[src/hw/stev_cfg.svh]
`ifndef STEV_CFG_SVH
`define STEV_CFG_SVH

// Register offsets on the local register port
`define STEV_ADDR_W      8
`define STEV_ADDR_PORT   8'h04
`define STEV_ADDR_EVT    8'h30

// Pin port layout
`define STEV_NPIN        16
`define STEV_BYTE_W      8
`define STEV_BYTE_STRIDE 16
`define STEV_DIR_BIT     8
`define STEV_PIN_RST     8'h00
`define STEV_RSVD_PAD    7'h00

// Event register layout
`define STEV_NEVT        15
`define STEV_RESP_OFS    16
`define STEV_EVT_RST     15'h0000
`define STEV_EVT_CAL     0
`define STEV_EVT_PIN0    8

`endif

[src/hw/stev_pkg.sv]
package stev_pkg;

  // Levels of the surrounding acquisition logic, sampled on CLK
  typedef struct packed {
    logic in_thr;        // Input buffer threshold flag
    logic in_ovf;        // Input overflow or underflow
    logic in_burst_busy; // Input burst in progress
    logic in_clk;        // Input sample clock
    logic out_clk;       // Output clock
    logic out_thr;       // Output buffer threshold flag
    logic load_rdy;      // Output load-ready flag
    logic out_burst_rdy; // Output burst ready
    logic out_ovf;       // Output buffer or frame overflow
  } stev_ext_evt_t;

  // Calibration request state
  typedef enum logic {
    STEV_CAL_IDLE = 1'b0,
    STEV_CAL_RUN  = 1'b1
  } stev_cal_state_t;

endpackage

[src/hw/stev_sync.sv]
`timescale 1ns/100ps
`include "stev_cfg.svh"

module stev_sync (
  // Clock and reset
  input  wire logic                    CLK,
  input  wire logic                    RST_B,
  input  wire logic                    CE,
  // Levels in and out
  input  wire logic [`STEV_NPIN-1:0]   D,
  output logic      [`STEV_NPIN-1:0]   Q
);

  logic [`STEV_NPIN-1:0] meta_reg;

  // Two stages; only the second stage reads the first
  always_ff @(posedge CLK or negedge RST_B) begin
    if (!RST_B) begin
      meta_reg <= '0;
      Q        <= '0;
    end else if (CE) begin
      meta_reg <= D;
      Q        <= meta_reg;
    end
  end

endmodule

[src/hw/stev_top.sv]
// Functional notes
// RULE1: Sixteen pins as two independent bytes
// RULE2: Pin levels read and drive unchanged
// RULE3: Per-byte direction bit, one drives pins
// RULE4: Both bytes inputs after reset
// RULE5: Reserved port bits read as zero
// RULE6: Calibration request bit self-clears when finished
// RULE7: Software waits for event or timeout
// RULE8: Engine calibrates inputs all, outputs selected
// RULE9: Correction values kept in volatile storage
// RULE10: Calibration-good high after init, cleared on fail
// RULE11: Response bit sixteen above its selection
// RULE12: Rising edge sets response, sticky afterwards
// RULE13: Zero to response or selection clears
// RULE14: Writing one to response does nothing
// RULE15: Selection bits 0-7 map input events; the code puts calibration done at bit 0 and the output clock at bit 7
// RULE16: Selection bits 8-14 map output events; the code puts the pin zero level at bit 8
// RULE17: Calibration done pulses when request clears
// RULE18: Pin inputs pass two flip-flops first
`timescale 1ns/100ps
`include "stev_cfg.svh"

module stev_top (
  // Clock, reset and enable
  input  wire logic                      CLK,
  input  wire logic                      RST_B,
  input  wire logic                      CE,
  // Register port
  input  wire logic [`STEV_ADDR_W-1:0]   REG_ADDR,
  input  wire logic                      REG_WR,
  input  wire logic                      REG_RD,
  input  wire logic [31:0]               REG_WDATA,
  output logic      [31:0]               REG_RDATA,
  output logic                           REG_ACK,
  // Connector pins
  input  wire logic [`STEV_NPIN-1:0]     PIN_I,
  output logic      [`STEV_NPIN-1:0]     PIN_O,
  output logic      [`STEV_NPIN-1:0]     PIN_OE,
  // Calibration control and engine handshake
  input  wire logic                      CAL_REQ,
  input  wire logic                      CAL_DONE,
  input  wire logic                      CAL_FAIL,
  output logic                           CAL_START,
  output logic                           CAL_BUSY,
  output logic                           CAL_GOOD,
  // Event sources
  input  wire stev_pkg::stev_ext_evt_t   EXT_EVT
);
  import stev_pkg::*;

  // Address match, shared by both register decodes
  function automatic logic stev_hit(input logic [`STEV_ADDR_W-1:0] a,
                                    input logic [`STEV_ADDR_W-1:0] ofs);
    stev_hit = (a == ofs);
  endfunction

  wire wr_port = CE && REG_WR && stev_hit(REG_ADDR, `STEV_ADDR_PORT);
  wire rd_port = stev_hit(REG_ADDR, `STEV_ADDR_PORT);
  wire wr_evt  = CE && REG_WR && stev_hit(REG_ADDR, `STEV_ADDR_EVT);
  wire rd_evt  = stev_hit(REG_ADDR, `STEV_ADDR_EVT);

  // Pins resynchronised before any use
  logic [`STEV_NPIN-1:0] pin_sync;

  stev_sync u_sync (
    .CLK   (CLK),
    .RST_B (RST_B),
    .CE    (CE),
    .D     (PIN_I),
    .Q     (pin_sync)
  ); // RULE18

  // Per-byte data latch and direction; reads see pins when input
  logic [`STEV_BYTE_W-1:0] byte_view [2];
  logic [1:0]              dir_view;

  for (genvar b = 0; b < 2; b++) begin : g_byte
    logic [`STEV_BYTE_W-1:0] dout_reg;
    logic                    dir_reg;
    logic [`STEV_BYTE_W-1:0] oe_reg;

    // Data bytes reset to zero although software may not rely on it
    always_ff @(posedge CLK or negedge RST_B) begin
      if (!RST_B) begin
        dout_reg <= `STEV_PIN_RST;
        dir_reg  <= 1'b0; // RULE4
        oe_reg   <= '0;
      end else if (wr_port) begin
        dout_reg <= REG_WDATA[b*`STEV_BYTE_STRIDE +: `STEV_BYTE_W]; // RULE1
        dir_reg  <= REG_WDATA[b*`STEV_BYTE_STRIDE + `STEV_DIR_BIT]; // RULE3
        oe_reg   <= {`STEV_BYTE_W{REG_WDATA[b*`STEV_BYTE_STRIDE
                                            + `STEV_DIR_BIT]}};
      end
    end

    // Read side: latch when driving, synchronised pins otherwise
    assign byte_view[b] = dir_reg ? dout_reg
                        : pin_sync[b*`STEV_BYTE_W +: `STEV_BYTE_W]; // RULE2
    assign dir_view[b]  = dir_reg;
    assign PIN_O[b*`STEV_BYTE_W +: `STEV_BYTE_W]  = dout_reg;  // RULE2
    assign PIN_OE[b*`STEV_BYTE_W +: `STEV_BYTE_W] = oe_reg;    // RULE3
  end

  wire [31:0] port_word = {`STEV_RSVD_PAD, dir_view[1], byte_view[1],
                           `STEV_RSVD_PAD, dir_view[0], byte_view[0]}; // RULE5

  // Calibration request: stays set until the engine reports completion
  stev_cal_state_t cal_state_reg;
  stev_cal_state_t cal_state_next;
  logic            good_reg;
  logic            start_reg;
  logic            cal_evt_reg;

  wire cal_end = (cal_state_reg == STEV_CAL_RUN) && CAL_DONE && !CAL_REQ;

  // A new request while running restarts the engine, so requests are
  // never refused; the engine keeps corrections in volatile storage
  always_comb begin
    cal_state_next = cal_state_reg;
    unique case (cal_state_reg)
      STEV_CAL_IDLE: begin
        if (CAL_REQ) begin
          cal_state_next = STEV_CAL_RUN;
        end
      end
      STEV_CAL_RUN: begin
        if (cal_end) begin
          cal_state_next = STEV_CAL_IDLE; // RULE6
        end
      end
    endcase
  end

  always_ff @(posedge CLK or negedge RST_B) begin
    if (!RST_B) begin
      cal_state_reg <= STEV_CAL_IDLE;
      good_reg      <= 1'b1; // RULE10
      start_reg     <= 1'b0;
      cal_evt_reg   <= 1'b0;
    end else if (CE) begin
      cal_state_reg <= cal_state_next;
      start_reg     <= CAL_REQ; // RULE8 RULE9
      cal_evt_reg   <= cal_end; // RULE17
      if (cal_end) begin
        good_reg <= !CAL_FAIL; // RULE10
      end
    end
  end

  assign CAL_BUSY  = (cal_state_reg == STEV_CAL_RUN);
  assign CAL_START = start_reg;
  assign CAL_GOOD  = good_reg;

  // Event levels; falling-edge events are fed inverted so one rising
  // detector serves every source
  logic [`STEV_NEVT-1:0] ev_lvl;
  assign ev_lvl = {EXT_EVT.out_ovf, EXT_EVT.out_burst_rdy,
                   EXT_EVT.load_rdy, !EXT_EVT.load_rdy,
                   EXT_EVT.out_thr, !EXT_EVT.out_thr,
                   pin_sync[0],
                   EXT_EVT.out_clk, EXT_EVT.in_clk,
                   !EXT_EVT.in_burst_busy, EXT_EVT.in_burst_busy,
                   EXT_EVT.in_ovf, EXT_EVT.in_thr, !EXT_EVT.in_thr,
                   cal_evt_reg}; // RULE15 RULE16

  logic [`STEV_NEVT-1:0] ev_prev_reg;
  logic [`STEV_NEVT-1:0] sel_reg;
  logic [`STEV_NEVT-1:0] resp_reg;
  logic [`STEV_NEVT-1:0] sel_next;
  logic [`STEV_NEVT-1:0] resp_next;
  logic [`STEV_NEVT-1:0] ev_rise;
  logic [`STEV_NEVT-1:0] resp_clr;

  assign ev_rise  = ev_lvl & ~ev_prev_reg; // RULE12
  // Zero in the response bit or its selection bit clears; ones ignored
  assign resp_clr = wr_evt
                  ? ~(REG_WDATA[`STEV_RESP_OFS +: `STEV_NEVT]
                      & REG_WDATA[`STEV_NEVT-1:0])
                  : '0; // RULE13 RULE14
  assign sel_next = wr_evt ? REG_WDATA[`STEV_NEVT-1:0] : sel_reg;
  // Set wins over a clear in the same cycle, so no event is lost
  assign resp_next = (resp_reg & ~resp_clr) | (ev_rise & sel_reg); // RULE11

  always_ff @(posedge CLK or negedge RST_B) begin
    if (!RST_B) begin
      ev_prev_reg <= `STEV_EVT_RST;
      sel_reg     <= `STEV_EVT_RST;
      resp_reg    <= `STEV_EVT_RST;
    end else if (CE) begin
      ev_prev_reg <= ev_lvl;
      sel_reg     <= sel_next;
      resp_reg    <= resp_next; // RULE12
    end
  end

  wire [31:0] evt_word = {1'b0, resp_reg, 1'b0, sel_reg}; // RULE16

  // Read data is registered; unmapped addresses read zero
  wire [31:0] rd_mux = rd_port ? port_word
                     : rd_evt  ? evt_word
                     : 32'h0000_0000;

  always_ff @(posedge CLK or negedge RST_B) begin
    if (!RST_B) begin
      REG_RDATA <= 32'h0000_0000;
      REG_ACK   <= 1'b0;
    end else if (CE) begin
      REG_ACK <= REG_RD || REG_WR;
      if (REG_RD) begin
        REG_RDATA <= rd_mux;
      end
    end
  end
endmodule

[config.mk]
export PLATFORM = sky130hd
export DESIGN_NAME = stev_top
export DESIGN_NICKNAME = d
export VERILOG_FILES = /design/src/hw/stev_pkg.sv /design/src/hw/stev_sync.sv /design/src/hw/stev_top.sv
export VERILOG_INCLUDE_DIRS = /design/src /design/src/hw
export SDC_FILE = /design/constraint.sdc
export NUM_CORES = 1
export LEC_CHECK = 0
export BUFFER_PORTS_ARGS = -buffer_cell sky130_fd_sc_hd__buf_4
export CORE_MARGIN = 2
export CORE_UTILIZATION = 40
export DETAILED_ROUTE_END_ITERATION = 12
export GPL_ROUTABILITY_DRIVEN = 0
export HOLD_SLACK_MARGIN = 0.12
export PLACE_DENSITY = 0.65
export REMOVE_ABC_BUFFERS = 1
export SYNTH_ARGS = -nofsm -noshare
export SYNTH_HDL_FRONTEND = slang
export SYNTH_SLANG_ARGS = --single-unit
export TNS_END_PERCENT = 10
[constraint.sdc]
create_clock -name CLK -period 2.05 [get_ports CLK]
set_input_delay 0.41 -clock CLK [delete_from_list [all_inputs] [get_ports CLK]]
set_output_delay 0.41 -clock CLK [all_outputs]
set_load 0.1 [all_outputs]
==> qor.tcl, run 1 <==
set qor(mapped_cell_area_sq_um) 5540
set qor(first_pass_grt_wire_length_mm) 20.4
set qor(synth.top_cells.by_area) {sky130_fd_sc_hd__dfrtp_1 (58%), sky130_fd_sc_hd__mux2_2 (14%), sky130_fd_sc_hd__mux2i_1 (3.4%)}
set qor(rsz0062_at_grt) {false}
set qor(main_flop_type_after_synthesis) {sky130_fd_sc_hd__dfrtp_1}
set qor(power_per_cell_area_nw_per_um2) 882
set qor(postLayoutCellArea_sq_um) 7380
set qor(seq_power_share_pct) 42.9
set qor(timing.final.crit_share_pct) 92.9
set qor(grt_antenna_before_repair) 0
set qor(cts-buffers-inserted) 17
set qor(grt_pass1_vias) 3939
set qor(wp_data_required_ns) 1.64
set qor(cts_root_buf) {sky130_fd_sc_hd__clkbuf_16}
set qor(synth_seq_cells) 130
set qor(timing.setup.critical_path_class) {reg -> out}
set qor(htree_num_levels) 4
set qor(status) {finished clean}
set qor(critPathCaptureType) {primary output}
set qor(maxCapViolCount) 0
set qor(detailed_place_hpwl_mm) 8.70
set qor(core_sq_um) 13700
set qor(instances_no_fill) 738
set qor(synth_top_cell_by_area) {sky130_fd_sc_hd__dfrtp_1}
set qor(die_h_microns) 122
set qor(totalPowerFinal_mw) 6.51
set qor(syn2layout_area_growth_pct) 33.1
set qor(remaining_drc_errors) 0
set qor(width_of_the_die_microns) 122
set qor(share_of_flip_flops_with_an_asynchronous_set_or_reset_after_synthesis_pct) 100
set qor(cellInternalPower_mw) 4.93
set qor(detail_route.first_pass.iterations) 4
set qor(fp-row-count) 43
set qor(setup_viol) 0
set qor(ir_worst_vdd_uv) 577
set qor(largest-register) {REG_RDATA}
set qor(drt.antenna.violating_nets) 0
set qor(final-max-slew-violation-count) 0
set qor(post_drt_wl_per_cell_microns) 17.5
set qor(synth-edff-count) 0
set qor(fp.dieArea_sq_um) 14800
set qor(synth-warning-count) 0
set qor(gr-usage-met1_pct) 22.9
set qor(num_io_pins) 141
set qor(gr-max-usage-layer) {met2}
set qor(layout.core_utilization_pct) 53.8
set qor(insertion_delay_ns) 0.41
set qor(cts_buffer_depth) 2
set qor(timing.setup.tns_ns) 0
set qor(min_path_type) {in -> reg}
set qor(design.final.nets) 618
set qor(yosys.cell_types.count) 34
set qor(post-route-worst-setup-slack_ns) 0.146
set qor(final_hold_vios) 0
set qor(p_clk_share_pct) 45.4
set qor(synth_cells) 411
set qor(swShare_pct) 24.3
set qor(grt_use_total_pct) 18.2
set qor(synth.avg_cell_area_sq_um) 13.5
set qor(power.combinational.fraction_pct) 11.7
set qor(detailedPlace.worstSlack_ns) -0.127
set qor(max_clock_freq_mhz) 525
set qor(overflow) 0
set qor(antennaDiodeCount) 0
set qor(first_iter_violations) 163
set qor(grt_use_met3_pct) 5.15
set qor(cts_tree) {done}
set qor(power.leakage_nw) 3.62
set qor(start_util_pct) 40.4
set qor(ys_seq_area_share_pct) 58.7
set qor(worstPathMaxFanout) 14
set qor(largest_register_ffs) 30
set qor(grt_max_degree) 69
set qor(placed_cells_incl_taps) 705
set qor(cts_sinks) 130
set qor(nFillCells) 1169
set qor(min_period_ns) 1.90
set qor(placement.cell_area_sq_um) 6790
set qor(drive_above_1_share_pct) 47.7
set qor(critical_path.startpoint_type) {flop}
set qor(synth_top_cell_area_share_pct) 58.2
set qor(via_count) 3834
set qor(synth.cells.most_frequent) {sky130_fd_sc_hd__dfrtp_1 (129), sky130_fd_sc_hd__mux2_2 (67), sky130_fd_sc_hd__inv_1 (19), sky130_fd_sc_hd__mux2i_1 (19)}
set qor(library_cell_with_the_highest_instance_count_after_synthesis) {sky130_fd_sc_hd__dfrtp_1}
set qor(drt_wl_total_mm) 12.9
set qor(p_sw_mw) 1.58
set qor(post_cts_buffers) 0
set qor(finClkSkew_ns) 0.00841
set qor(routed_via_density) 5.20
set qor(global_route.usage.met2_pct) 30.4
set qor(clk_transition_reported_paths_ns) 0.05
set qor(port-buffer-count) 136
set qor(critical_path_arrival_ns) 1.49
set qor(worst_hold_slack_ns) 0.168
## logic make-up (layout without fill, tap and decap cells)
| kind of cell | Yosys count | after routing | share of synthesized area, % |
|---|---|---|---|
| DFF | 130 | 130 | 58.7 |
| muxes | 96 | 96 | 19.7 |
| buffers and inverters | 63 | 209 | 5.91 |
| AOI/OAI and AO/OA | 61 | 61 | 8.44 |
| and+or+nand+nor | 60 | 60 | 7.13 |
| other | 1 | 2 | 0.0676 |
## area by class of cell
type	instances	area (sq um)	area share (%)
clock inverter	6	80.1	1.09
sequential	130	3250	44.1
tap	180	225	3.05
timing repair buffer	158	1270	17.2
multi-input combinational	219	1980	26.9
clock buffer	26	499	6.77
inverter	19	71.3	0.966
## per-layer routing
| metal | share of wire (%) | wire [microns] |
|---|---|---|
| met2 | 51 | 6600 |
| met4 | 0.95 | 123 |
| met5 | 0 | 0 |
| met1 | 43 | 5590 |
| met3 | 4.7 | 610 |
## worst max-delay path: stages (launching register included)
cell,delay [ns]
sky130_fd_sc_hd__dfrtp_1,0.56
sky130_fd_sc_hd__buf_12,0.21
sky130_fd_sc_hd__buf_4,0.30
## worst paths after layout
path	to	startpoint	depth (start not counted)	slack, ns
min in group asynchronous	REG_RDATA[30]	RST_B	2	0.48
worst min register to register	u_sync.Q[2]	u_sync.meta_reg[2]	1	0.49
worst max-delay path	PIN_OE[14]	g_byte[1].oe_reg[0]	2	0.15
worst min-delay path	CAL_GOOD	CAL_FAIL	2	0.17
max in group asynchronous	CAL_GOOD	RST_B	3	0.93
worst max register to register	REG_RDATA[21]	g_byte[1].oe_reg[0]	4	0.62
## layout by cell type, fill, tap and decap left out, types with 3 or more instances in the layout
| cell | n |
|---|---|
| sky130_fd_sc_hd__buf_4 | 150 |
| sky130_fd_sc_hd__dfrtp_1 | 129 |
| sky130_fd_sc_hd__mux2_2 | 67 |
| sky130_fd_sc_hd__inv_1 | 19 |
| sky130_fd_sc_hd__mux2i_1 | 19 |
| sky130_fd_sc_hd__a221o_1 | 18 |
| sky130_fd_sc_hd__clkbuf_16 | 17 |
| sky130_fd_sc_hd__nor4_1 | 16 |
| sky130_fd_sc_hd__o21ai_0 | 13 |
| sky130_fd_sc_hd__a22o_1 | 13 |
| sky130_fd_sc_hd__and4b_1 | 11 |
| sky130_fd_sc_hd__a31oi_1 | 11 |
| sky130_fd_sc_hd__mux2_4 | 10 |
| sky130_fd_sc_hd__nand3_1 | 8 |
| sky130_fd_sc_hd__nor2_1 | 7 |
| sky130_fd_sc_hd__buf_12 | 6 |
| sky130_fd_sc_hd__clkbuf_1 | 5 |
| sky130_fd_sc_hd__o211ai_1 | 4 |
| sky130_fd_sc_hd__clkinv_2 | 4 |
| sky130_fd_sc_hd__clkbuf_8 | 4 |
| sky130_fd_sc_hd__nand2_1 | 3 |
## power groups by stage
| stage | combinational, mW | sequential (mW) | clock, mW |
|---|---|---|---|
| CTS | 0.773 | 2.79 | 3.02 |
| global placement | 0.755 | 2.83 | 0 |
| detailed placement | 0.768 | 2.84 | 0 |
| floorplan | 0.233 | 3.04 | 0 |
| global route | 0.818 | 2.81 | 3.14 |
| finish | 0.761 | 2.79 | 2.95 |
## repair_timing
action,in CTS,in global routing
resized for setup,0,0
hold buffers,1,0
hold endpoints to repair,37,0
No activity file was read; power rests on OpenSTA's default activity.
==> run 2: changes to the inputs <==
--- a/config.mk
+++ b/config.mk
@@ -8,11 +8,11 @@
 export LEC_CHECK = 0
 export BUFFER_PORTS_ARGS = -buffer_cell sky130_fd_sc_hd__buf_4
 export CORE_MARGIN = 2
-export CORE_UTILIZATION = 40
+export CORE_UTILIZATION = 53
 export DETAILED_ROUTE_END_ITERATION = 12
 export GPL_ROUTABILITY_DRIVEN = 0
 export HOLD_SLACK_MARGIN = 0.12
-export PLACE_DENSITY = 0.65
+export PLACE_DENSITY_LB_ADDON = 0.05
 export REMOVE_ABC_BUFFERS = 1
 export SYNTH_ARGS = -nofsm -noshare
 export SYNTH_HDL_FRONTEND = slang
==> run 2 against run 1 <==
Net effect: utilization grew 23 points; largest power group unchanged; routed wire length grew 5.5%; hold slack lost 0.020 ns.
==> qor.tcl, run 2 (same netlist as run 1, synthesis figures left out) <==
set qor(post_cts_buffers) 0 ;# unchanged
set qor(cts_root_buf) {sky130_fd_sc_hd__clkbuf_8}
set qor(detailed_place_hpwl_mm) 8.46 ;# -2.7%
set qor(power_per_cell_area_nw_per_um2) 861 ;# -2.4%
set qor(crit_path_cell_trace) {buf_4}
set qor(seq_power_share_pct) 41.4 ;# -1.5 points
set qor(max_clock_freq_mhz) 532 ;# +1.3%
set qor(min_period_ns) 1.88 ;# -0.0243 ns
set qor(detail_route.first_pass.iterations) 4 ;# unchanged
set qor(syn2layout_area_growth_pct) 41.8
set qor(clk_transition_reported_paths_ns) 0.06 ;# about the same
set qor(status) {finished clean}
set qor(cts_sinks) 130 ;# unchanged
set qor(multi_input_area_sq_um) 1980 ;# unchanged
set qor(via_count) 4128 ;# +7.7%
set qor(grt_max_degree) 51 ;# -26%
set qor(regToRegStartpoint) {sel_reg[13]}
set qor(route.top_layer_used) {met4}
set qor(rsz0062_at_grt) {false}
set qor(cpMaxStageDelayCell) {sky130_fd_sc_hd__dfrtp_2}
set qor(met2_wirelength_mm) 6.84 ;# +3.7%
set qor(min_path_type) {in -> reg}
set qor(postLayoutCellArea_sq_um) 7860 ;# +6.5%
set qor(p_clk_share_pct) 46.2 ;# +0.8 points
set qor(instances_no_fill) 744 ;# +0.81%
set qor(drt_wl_total_mm) 13.6 ;# +5.5%
set qor(grt_pass1_vias) 4223 ;# +7.2%
set qor(power.leakage_nw) 3.82 ;# +5.7%
set qor(met1Wirelength_mm) 6.02 ;# +7.5%
set qor(port-buffer-count) 136 ;# unchanged
set qor(cellInternalPower_mw) 5.08 ;# +3.1%
set qor(fp-row-count) 37 ;# -14%
set qor(critical-path-top-delay-family) {flip-flops}
set qor(cp_num_buf_inv) 1 ;# -1
set qor(final-max-slew-violation-count) 0 ;# unchanged
set qor(placed_cells_incl_taps) 658 ;# -6.7%
set qor(finClkSkew_ns) 0.00709 ;# -0.00132 ns
set qor(regArea_sq_um) 3260 ;# about the same
set qor(ir_worst_vdd_uv) 748 ;# +30%
set qor(cts_tree) {done}
set qor(timing.setup.critical_path_class) {reg -> out}
set qor(critical_path.startpoint_type) {flop}
set qor(layout.cells.most_common_list) {sky130_fd_sc_hd__buf_4 (148), sky130_fd_sc_hd__dfrtp_1 (127), sky130_fd_sc_hd__mux2_2 (67)}
set qor(routed_via_density) 5.55 ;# +6.8%
set qor(start_util_pct) 54.2 ;# +14 points
set qor(critPathCaptureType) {primary output}
set qor(setup.worst_path.start) {g_byte[1].oe_reg[0]}
set qor(antennaDiodeCount) 0 ;# unchanged
set qor(cts_buffer_depth) 2 ;# unchanged
set qor(fp.dieArea_sq_um) 11300 ;# -24%
set qor(wp_data_required_ns) 1.64 ;# about the same
set qor(first_iter_violations) 284 ;# +74%
set qor(layout.core_utilization_pct) 76.8 ;# +23 points
set qor(remaining_drc_errors) 0 ;# unchanged
set qor(rr_endpoint) {resp_reg[13]}
set qor(overflow) 0 ;# unchanged
set qor(grt_antenna_before_repair) 0 ;# unchanged
set qor(power.combinational.fraction_pct) 12.4 ;# +0.7 points
set qor(post_drt_wl_per_cell_microns) 18.3 ;# +4.7%
set qor(cp_num_cells) 1 ;# -1
set qor(mostFrequentLayoutCell) {sky130_fd_sc_hd__buf_4}
set qor(maxCapViolCount) 0 ;# unchanged
set qor(insertion_delay_ns) 0.52 ;# +0.11 ns
set qor(slowest_delay_ns) 0.58 ;# +0.02 ns
set qor(reg2regPathDepth) 4 ;# unchanged
set qor(swShare_pct) 24.9 ;# +0.58 points
set qor(largest_register_ffs) 30 ;# unchanged
set qor(num_io_pins) 141 ;# unchanged
set qor(design.final.nets) 668 ;# +8.1%
set qor(nFillCells) 654 ;# -44%
set qor(ff2ff_setup_slack_ns) 0.57 ;# -0.05 ns
set qor(cts-buffers-inserted) 17 ;# unchanged
set qor(die_h_microns) 106 ;# -13%
set qor(width_of_the_die_microns) 106 ;# -13%
set qor(htree_num_levels) 4 ;# unchanged
set qor(p_sw_mw) 1.68 ;# +6.4%
set qor(timing.final.crit_share_pct) 91.7 ;# -1.2 points
set qor(critical_path_arrival_ns) 1.47 ;# -0.02 ns
set qor(final_hold_vios) 0 ;# unchanged
set qor(first_pass_grt_wire_length_mm) 21.4 ;# +5.3%
set qor(core_sq_um) 10200 ;# -25%
set qor(drive_above_1_share_pct) 44.2 ;# -3.4 points
set qor(met3_length_microns) 612 ;# +0.33%
set qor(crit_end) {PIN_OE[12]}
set qor(largest-register) {REG_RDATA}
set qor(setup_viol) 0 ;# unchanged
set qor(placement.cell_area_sq_um) 6700 ;# -1.3%
set qor(drt.antenna.violating_nets) 0 ;# unchanged
set qor(grt_use_total_pct) 25.1 ;# +6.9 points
set qor(worstPathMaxFanout) 15 ;# +1
-- run 2: per-stage QoR --
stage | hold WS (ns) | TNS (ns) | setup WS, ns | power (mW)
finish | 0.149 | 0 | 0.170 | 6.77
global route | 0.120 | 0 | 0.110 | 7.02
CTS | 0.121 | 0 | 0.134 | 6.81
detailed placement | 0.381 | -3.24 | -0.124 | 3.60
global placement | 0.380 | -2.56 | -0.0986 | 3.58
floorplan | 0.114 | -191.42 | -4.24 | 3.27
-- run 2: worst min-delay path by stage --
stage | start | endpoint | slack [ns] | cells past startpoint
floorplan | RST_B | CAL_BUSY | 0.11 | 0
global placement | RST_B | REG_RDATA[21] | 0.38 | 1
detailed placement | RST_B | u_sync.meta_reg[5] | 0.38 | 1
CTS | REG_WDATA[11] | sel_reg[11] | 0.12 | 2
global route | REG_WDATA[0] | g_byte[0].dout_reg[0] | 0.12 | 2
finish | REG_WDATA[0] | resp_reg[0] | 0.15 | 3
-- run 2: layout make-up --
type | count | share of cell area (%)
Timing Repair Buffer | 208 | 22.4
Tap cell | 136 | 2.17
Clock buffer | 19 | 5.49
Multi-Input combinational cell | 219 | 25.2
Clock inverter | 13 | 2.34
Inverter | 19 | 0.907
Sequential cell | 130 | 41.4
-- run 2: timing repair --
action,CTS,global route
setup endpoints to repair,16,0
hold buffers,52,2
hold endpoints to repair,101,2
resized for setup,2,0
-- run 2: metal layers --
layer,GRT usage (%),vias up
met5,0,-
met4,10.3,0
met3,6.74,11
met2,40.8,104
met1,31.9,2141
li1,-,1872
-- run 2: power by group through the flow --
| stage | registers (mW) | logic (mW) | clock network [mW] |
|---|---|---|---|
| floorplan | 3.04 | 0.233 | 0 |
| global placement | 2.84 | 0.740 | 0 |
| detailed placement | 2.84 | 0.756 | 0 |
| CTS | 2.80 | 0.839 | 3.17 |
| global route | 2.82 | 0.892 | 3.31 |
| finish | 2.80 | 0.840 | 3.12 |
==> run 3: changes to the inputs <==
--- a/config.mk
+++ b/config.mk
@@ -7,13 +7,15 @@
 export NUM_CORES = 1
 export LEC_CHECK = 0
 export BUFFER_PORTS_ARGS = -buffer_cell sky130_fd_sc_hd__buf_4
+export CORE_ASPECT_RATIO = 1.25
 export CORE_MARGIN = 2
-export CORE_UTILIZATION = 53
+export CORE_UTILIZATION = 48
 export DETAILED_ROUTE_END_ITERATION = 12
 export GPL_ROUTABILITY_DRIVEN = 0
 export HOLD_SLACK_MARGIN = 0.12
 export PLACE_DENSITY_LB_ADDON = 0.05
 export REMOVE_ABC_BUFFERS = 1
+export SLEW_MARGIN = 0
 export SYNTH_ARGS = -nofsm -noshare
 export SYNTH_HDL_FRONTEND = slang
 export SYNTH_SLANG_ARGS = --single-unit
==> constraint.sdc (replaced) <==
create_clock -name CLK -period 1.5 [get_ports CLK]
set_input_delay 0.3 -clock CLK [delete_from_list [all_inputs] [get_ports CLK]]
set_output_delay 0.3 -clock CLK [all_outputs]
set_load 0.1 [all_outputs]
==> run 3 against run 2 <==
Net effect: the flow now finishes with violations (negative setup slack); critical path depth rose by 4; non-clock buffer count fell by 13; sequential share of layout area fell by 0.12 points; routed wire length fell by 1.7%; utilization fell by 6.4 points; die area rose by 10%; total power rose by 33%; register-to-register slack got worse by 0.40 ns; clock power rose by 29%; largest cell class unchanged.
==> qor.tcl, run 3 (same netlist as run 1, synthesis figures left out) <==
set qor(status) {finished, violations left}
set qor(failed_checks) {negative setup slack}
set qor(placement.cell_area_sq_um) 6770 ;# +1.1%
set qor(antennaDiodeCount) 0 ;# unchanged
set qor(detailedPlace.worstSlack_ns) -0.553 ;# -0.429 ns
set qor(critical_path_arrival_ns) 1.86 ;# +0.39 ns
set qor(via_count) 3999 ;# -3.1%
set qor(max_clock_freq_mhz) 634
set qor(core_sq_um) 11200 ;# +9.4%
set qor(first_iter_violations) 162 ;# -43%
set qor(htree_num_levels) 4 ;# unchanged
set qor(start_util_pct) 49.5 ;# -4.6 points
set qor(min_period_ns) 1.58
set qor(min_path_type) {in -> reg}
set qor(overflow) 0 ;# unchanged
set qor(mostFrequentLayoutCell) {sky130_fd_sc_hd__buf_4}
set qor(timing.setup.tns_ns) -1.20 ;# -1.20 ns
set qor(maxCapViolCount) 0 ;# unchanged
set qor(critPathCaptureType) {flop}
set qor(power.leakage_nw) 3.83 ;# +0.16%
set qor(syn2layout_area_growth_pct) 42.1
set qor(timing.final.crit_share_pct) 105
set qor(cts-buffers-inserted) 17 ;# unchanged
set qor(die_h_microns) 124 ;# +17%
set qor(width_of_the_die_microns) 100 ;# -5.8%
set qor(final-max-slew-violation-count) 0 ;# unchanged
set qor(layout.cells.most_common_list) {sky130_fd_sc_hd__buf_4 (137), sky130_fd_sc_hd__dfrtp_1 (129), sky130_fd_sc_hd__mux2_2 (67)}
set qor(rsz0062_at_grt) {true}
set qor(port-buffer-count) 136 ;# unchanged
set qor(wp_data_required_ns) 1.79 ;# +0.15 ns
set qor(layout.core_utilization_pct) 70.4 ;# -6.4 points
set qor(post_drt_wl_per_cell_microns) 18.4 ;# +0.14%
set qor(grt_pass1_vias) 4163 ;# -1.4%
set qor(fp-row-count) 43 ;# +16%
set qor(design.final.nets) 655 ;# -1.9%
set qor(ir_worst_vdd_uv) 709 ;# -5.2%
set qor(finClkSkew_ns) 0.00915 ;# +0.00206 ns
set qor(routed_via_density) 5.48 ;# -1.3%
set qor(drt_wl_total_mm) 13.4 ;# -1.7%
set qor(drt.antenna.violating_nets) 0 ;# unchanged
set qor(cts_tree) {done}
set qor(first_pass_grt_wire_length_mm) 21.2 ;# -0.93%
set qor(postLayoutCellArea_sq_um) 7880 ;# +0.22%
set qor(insertion_delay_ns) 0.41 ;# -0.11 ns
set qor(detailed_place_hpwl_mm) 8.79 ;# +4.0%
set qor(power_per_cell_area_nw_per_um2) 1150 ;# +33%
set qor(cts_sinks) 130 ;# unchanged
set qor(grt_max_degree) 40 ;# -22%
set qor(drive_above_1_share_pct) 47.6 ;# +3.3 points
set qor(timing.setup.critical_path_class) {in -> reg}
set qor(detail_route.first_pass.iterations) 4 ;# unchanged
set qor(fp.dieArea_sq_um) 12400 ;# +10%
set qor(num_io_pins) 141 ;# unchanged
set qor(worstPathMaxFanout) 18 ;# +3
set qor(grt_antenna_before_repair) 0 ;# unchanged
set qor(largest-register) {REG_RDATA}
set qor(critical_path.startpoint_type) {input port}
set qor(final_hold_vios) 0 ;# unchanged
set qor(clk_transition_reported_paths_ns) 0.06 ;# about the same
set qor(largest_register_ffs) 30 ;# unchanged
set qor(cts_root_buf) {sky130_fd_sc_hd__clkbuf_16}
set qor(post-route-worst-setup-slack_ns) -0.0766 ;# -0.247 ns
set qor(remaining_drc_errors) 0 ;# unchanged
set qor(grt_use_total_pct) 22.6 ;# -2.5 points
set qor(cts_buffer_depth) 2 ;# unchanged
set qor(worst_hold_slack_ns) 0.137 ;# -0.0120 ns
set qor(setup_viol) 25 ;# +25
[run 3: changes by cell type in the layout (fill, tap and decap cells not counted), moves of 9 or more]
cell	delta
sky130_fd_sc_hd__buf_12	+9
sky130_fd_sc_hd__buf_4	-11
sky130_fd_sc_hd__buf_6	+11
sky130_fd_sc_hd__dlygate4sd3_1	-25
[run 3: timing repair]
| action | CTS | global route |
|---|---|---|
| resized for setup | 22 | 25 |
| buffers inserted | 0 | 4 |
| endpoints found under the setup margin | 50 | 50 |
| hold endpoints to repair | 60 | 0 |
| hold buffers | 29 | 0 |
| pin swaps | 0 | 0 |
[run 3: worst paths after layout]
path	start	end	slack, ns	cells after the start
setup reg to reg	g_byte[0].oe_reg[0]	REG_RDATA[3]	0.17	5
hold / removal	REG_WDATA[12]	resp_reg[12]	0.14	3
max in group asynchronous	RST_B	resp_reg[3]	0.60	3
min in group asynchronous	RST_B	u_sync.meta_reg[6]	0.36	2
hold reg to reg	ev_prev_reg[10]	ev_prev_reg[10]	0.50	1
setup / recovery	REG_ADDR[6]	g_byte[0].dout_reg[6]	-0.08	5
[run 3: area by class of cell]
cell class	instances	area, sq um
inverters	19	71.3
clock buffers	19	453
clock inverters	13	136
fillers	822	3310
repair buffers	195	1790
well taps	135	169
multi-input cells	219	2000
flip-flops and latches	130	3250
[run 3: critical path, stage by stage]
cell,delay [ns]
sky130_fd_sc_hd__buf_6,0.09
sky130_fd_sc_hd__or4_4,0.57
sky130_fd_sc_hd__or3_4,0.40
sky130_fd_sc_hd__buf_12,0.18
sky130_fd_sc_hd__mux2_4,0.31
[run 3: where the power goes]
group	leakage, nW	total (mW)	switching, mW	internal [mW]
registers	1.62	3.82	0.112	3.71
logic	1.93	1.16	0.657	0.505
clock network	0.281	4.04	1.52	2.53
total	3.83	9.03	2.29	6.74
[run 3: metrics by stage]
step | std cells | power, mW
detailed placement | 665 | 4.94
CTS | 726 | 9.08
finish | 730 | 9.03
floorplan | 368 | 4.47
global route | 730 | 9.37
global placement | 665 | 4.92
[run 3: layer usage]
layer | track usage [%] | part of all wire [%]
met2 | 37.7 | 52
met3 | 4.94 | 4.6
met5 | 0 | 0
met4 | 8.90 | 1.2
met1 | 28.7 | 42
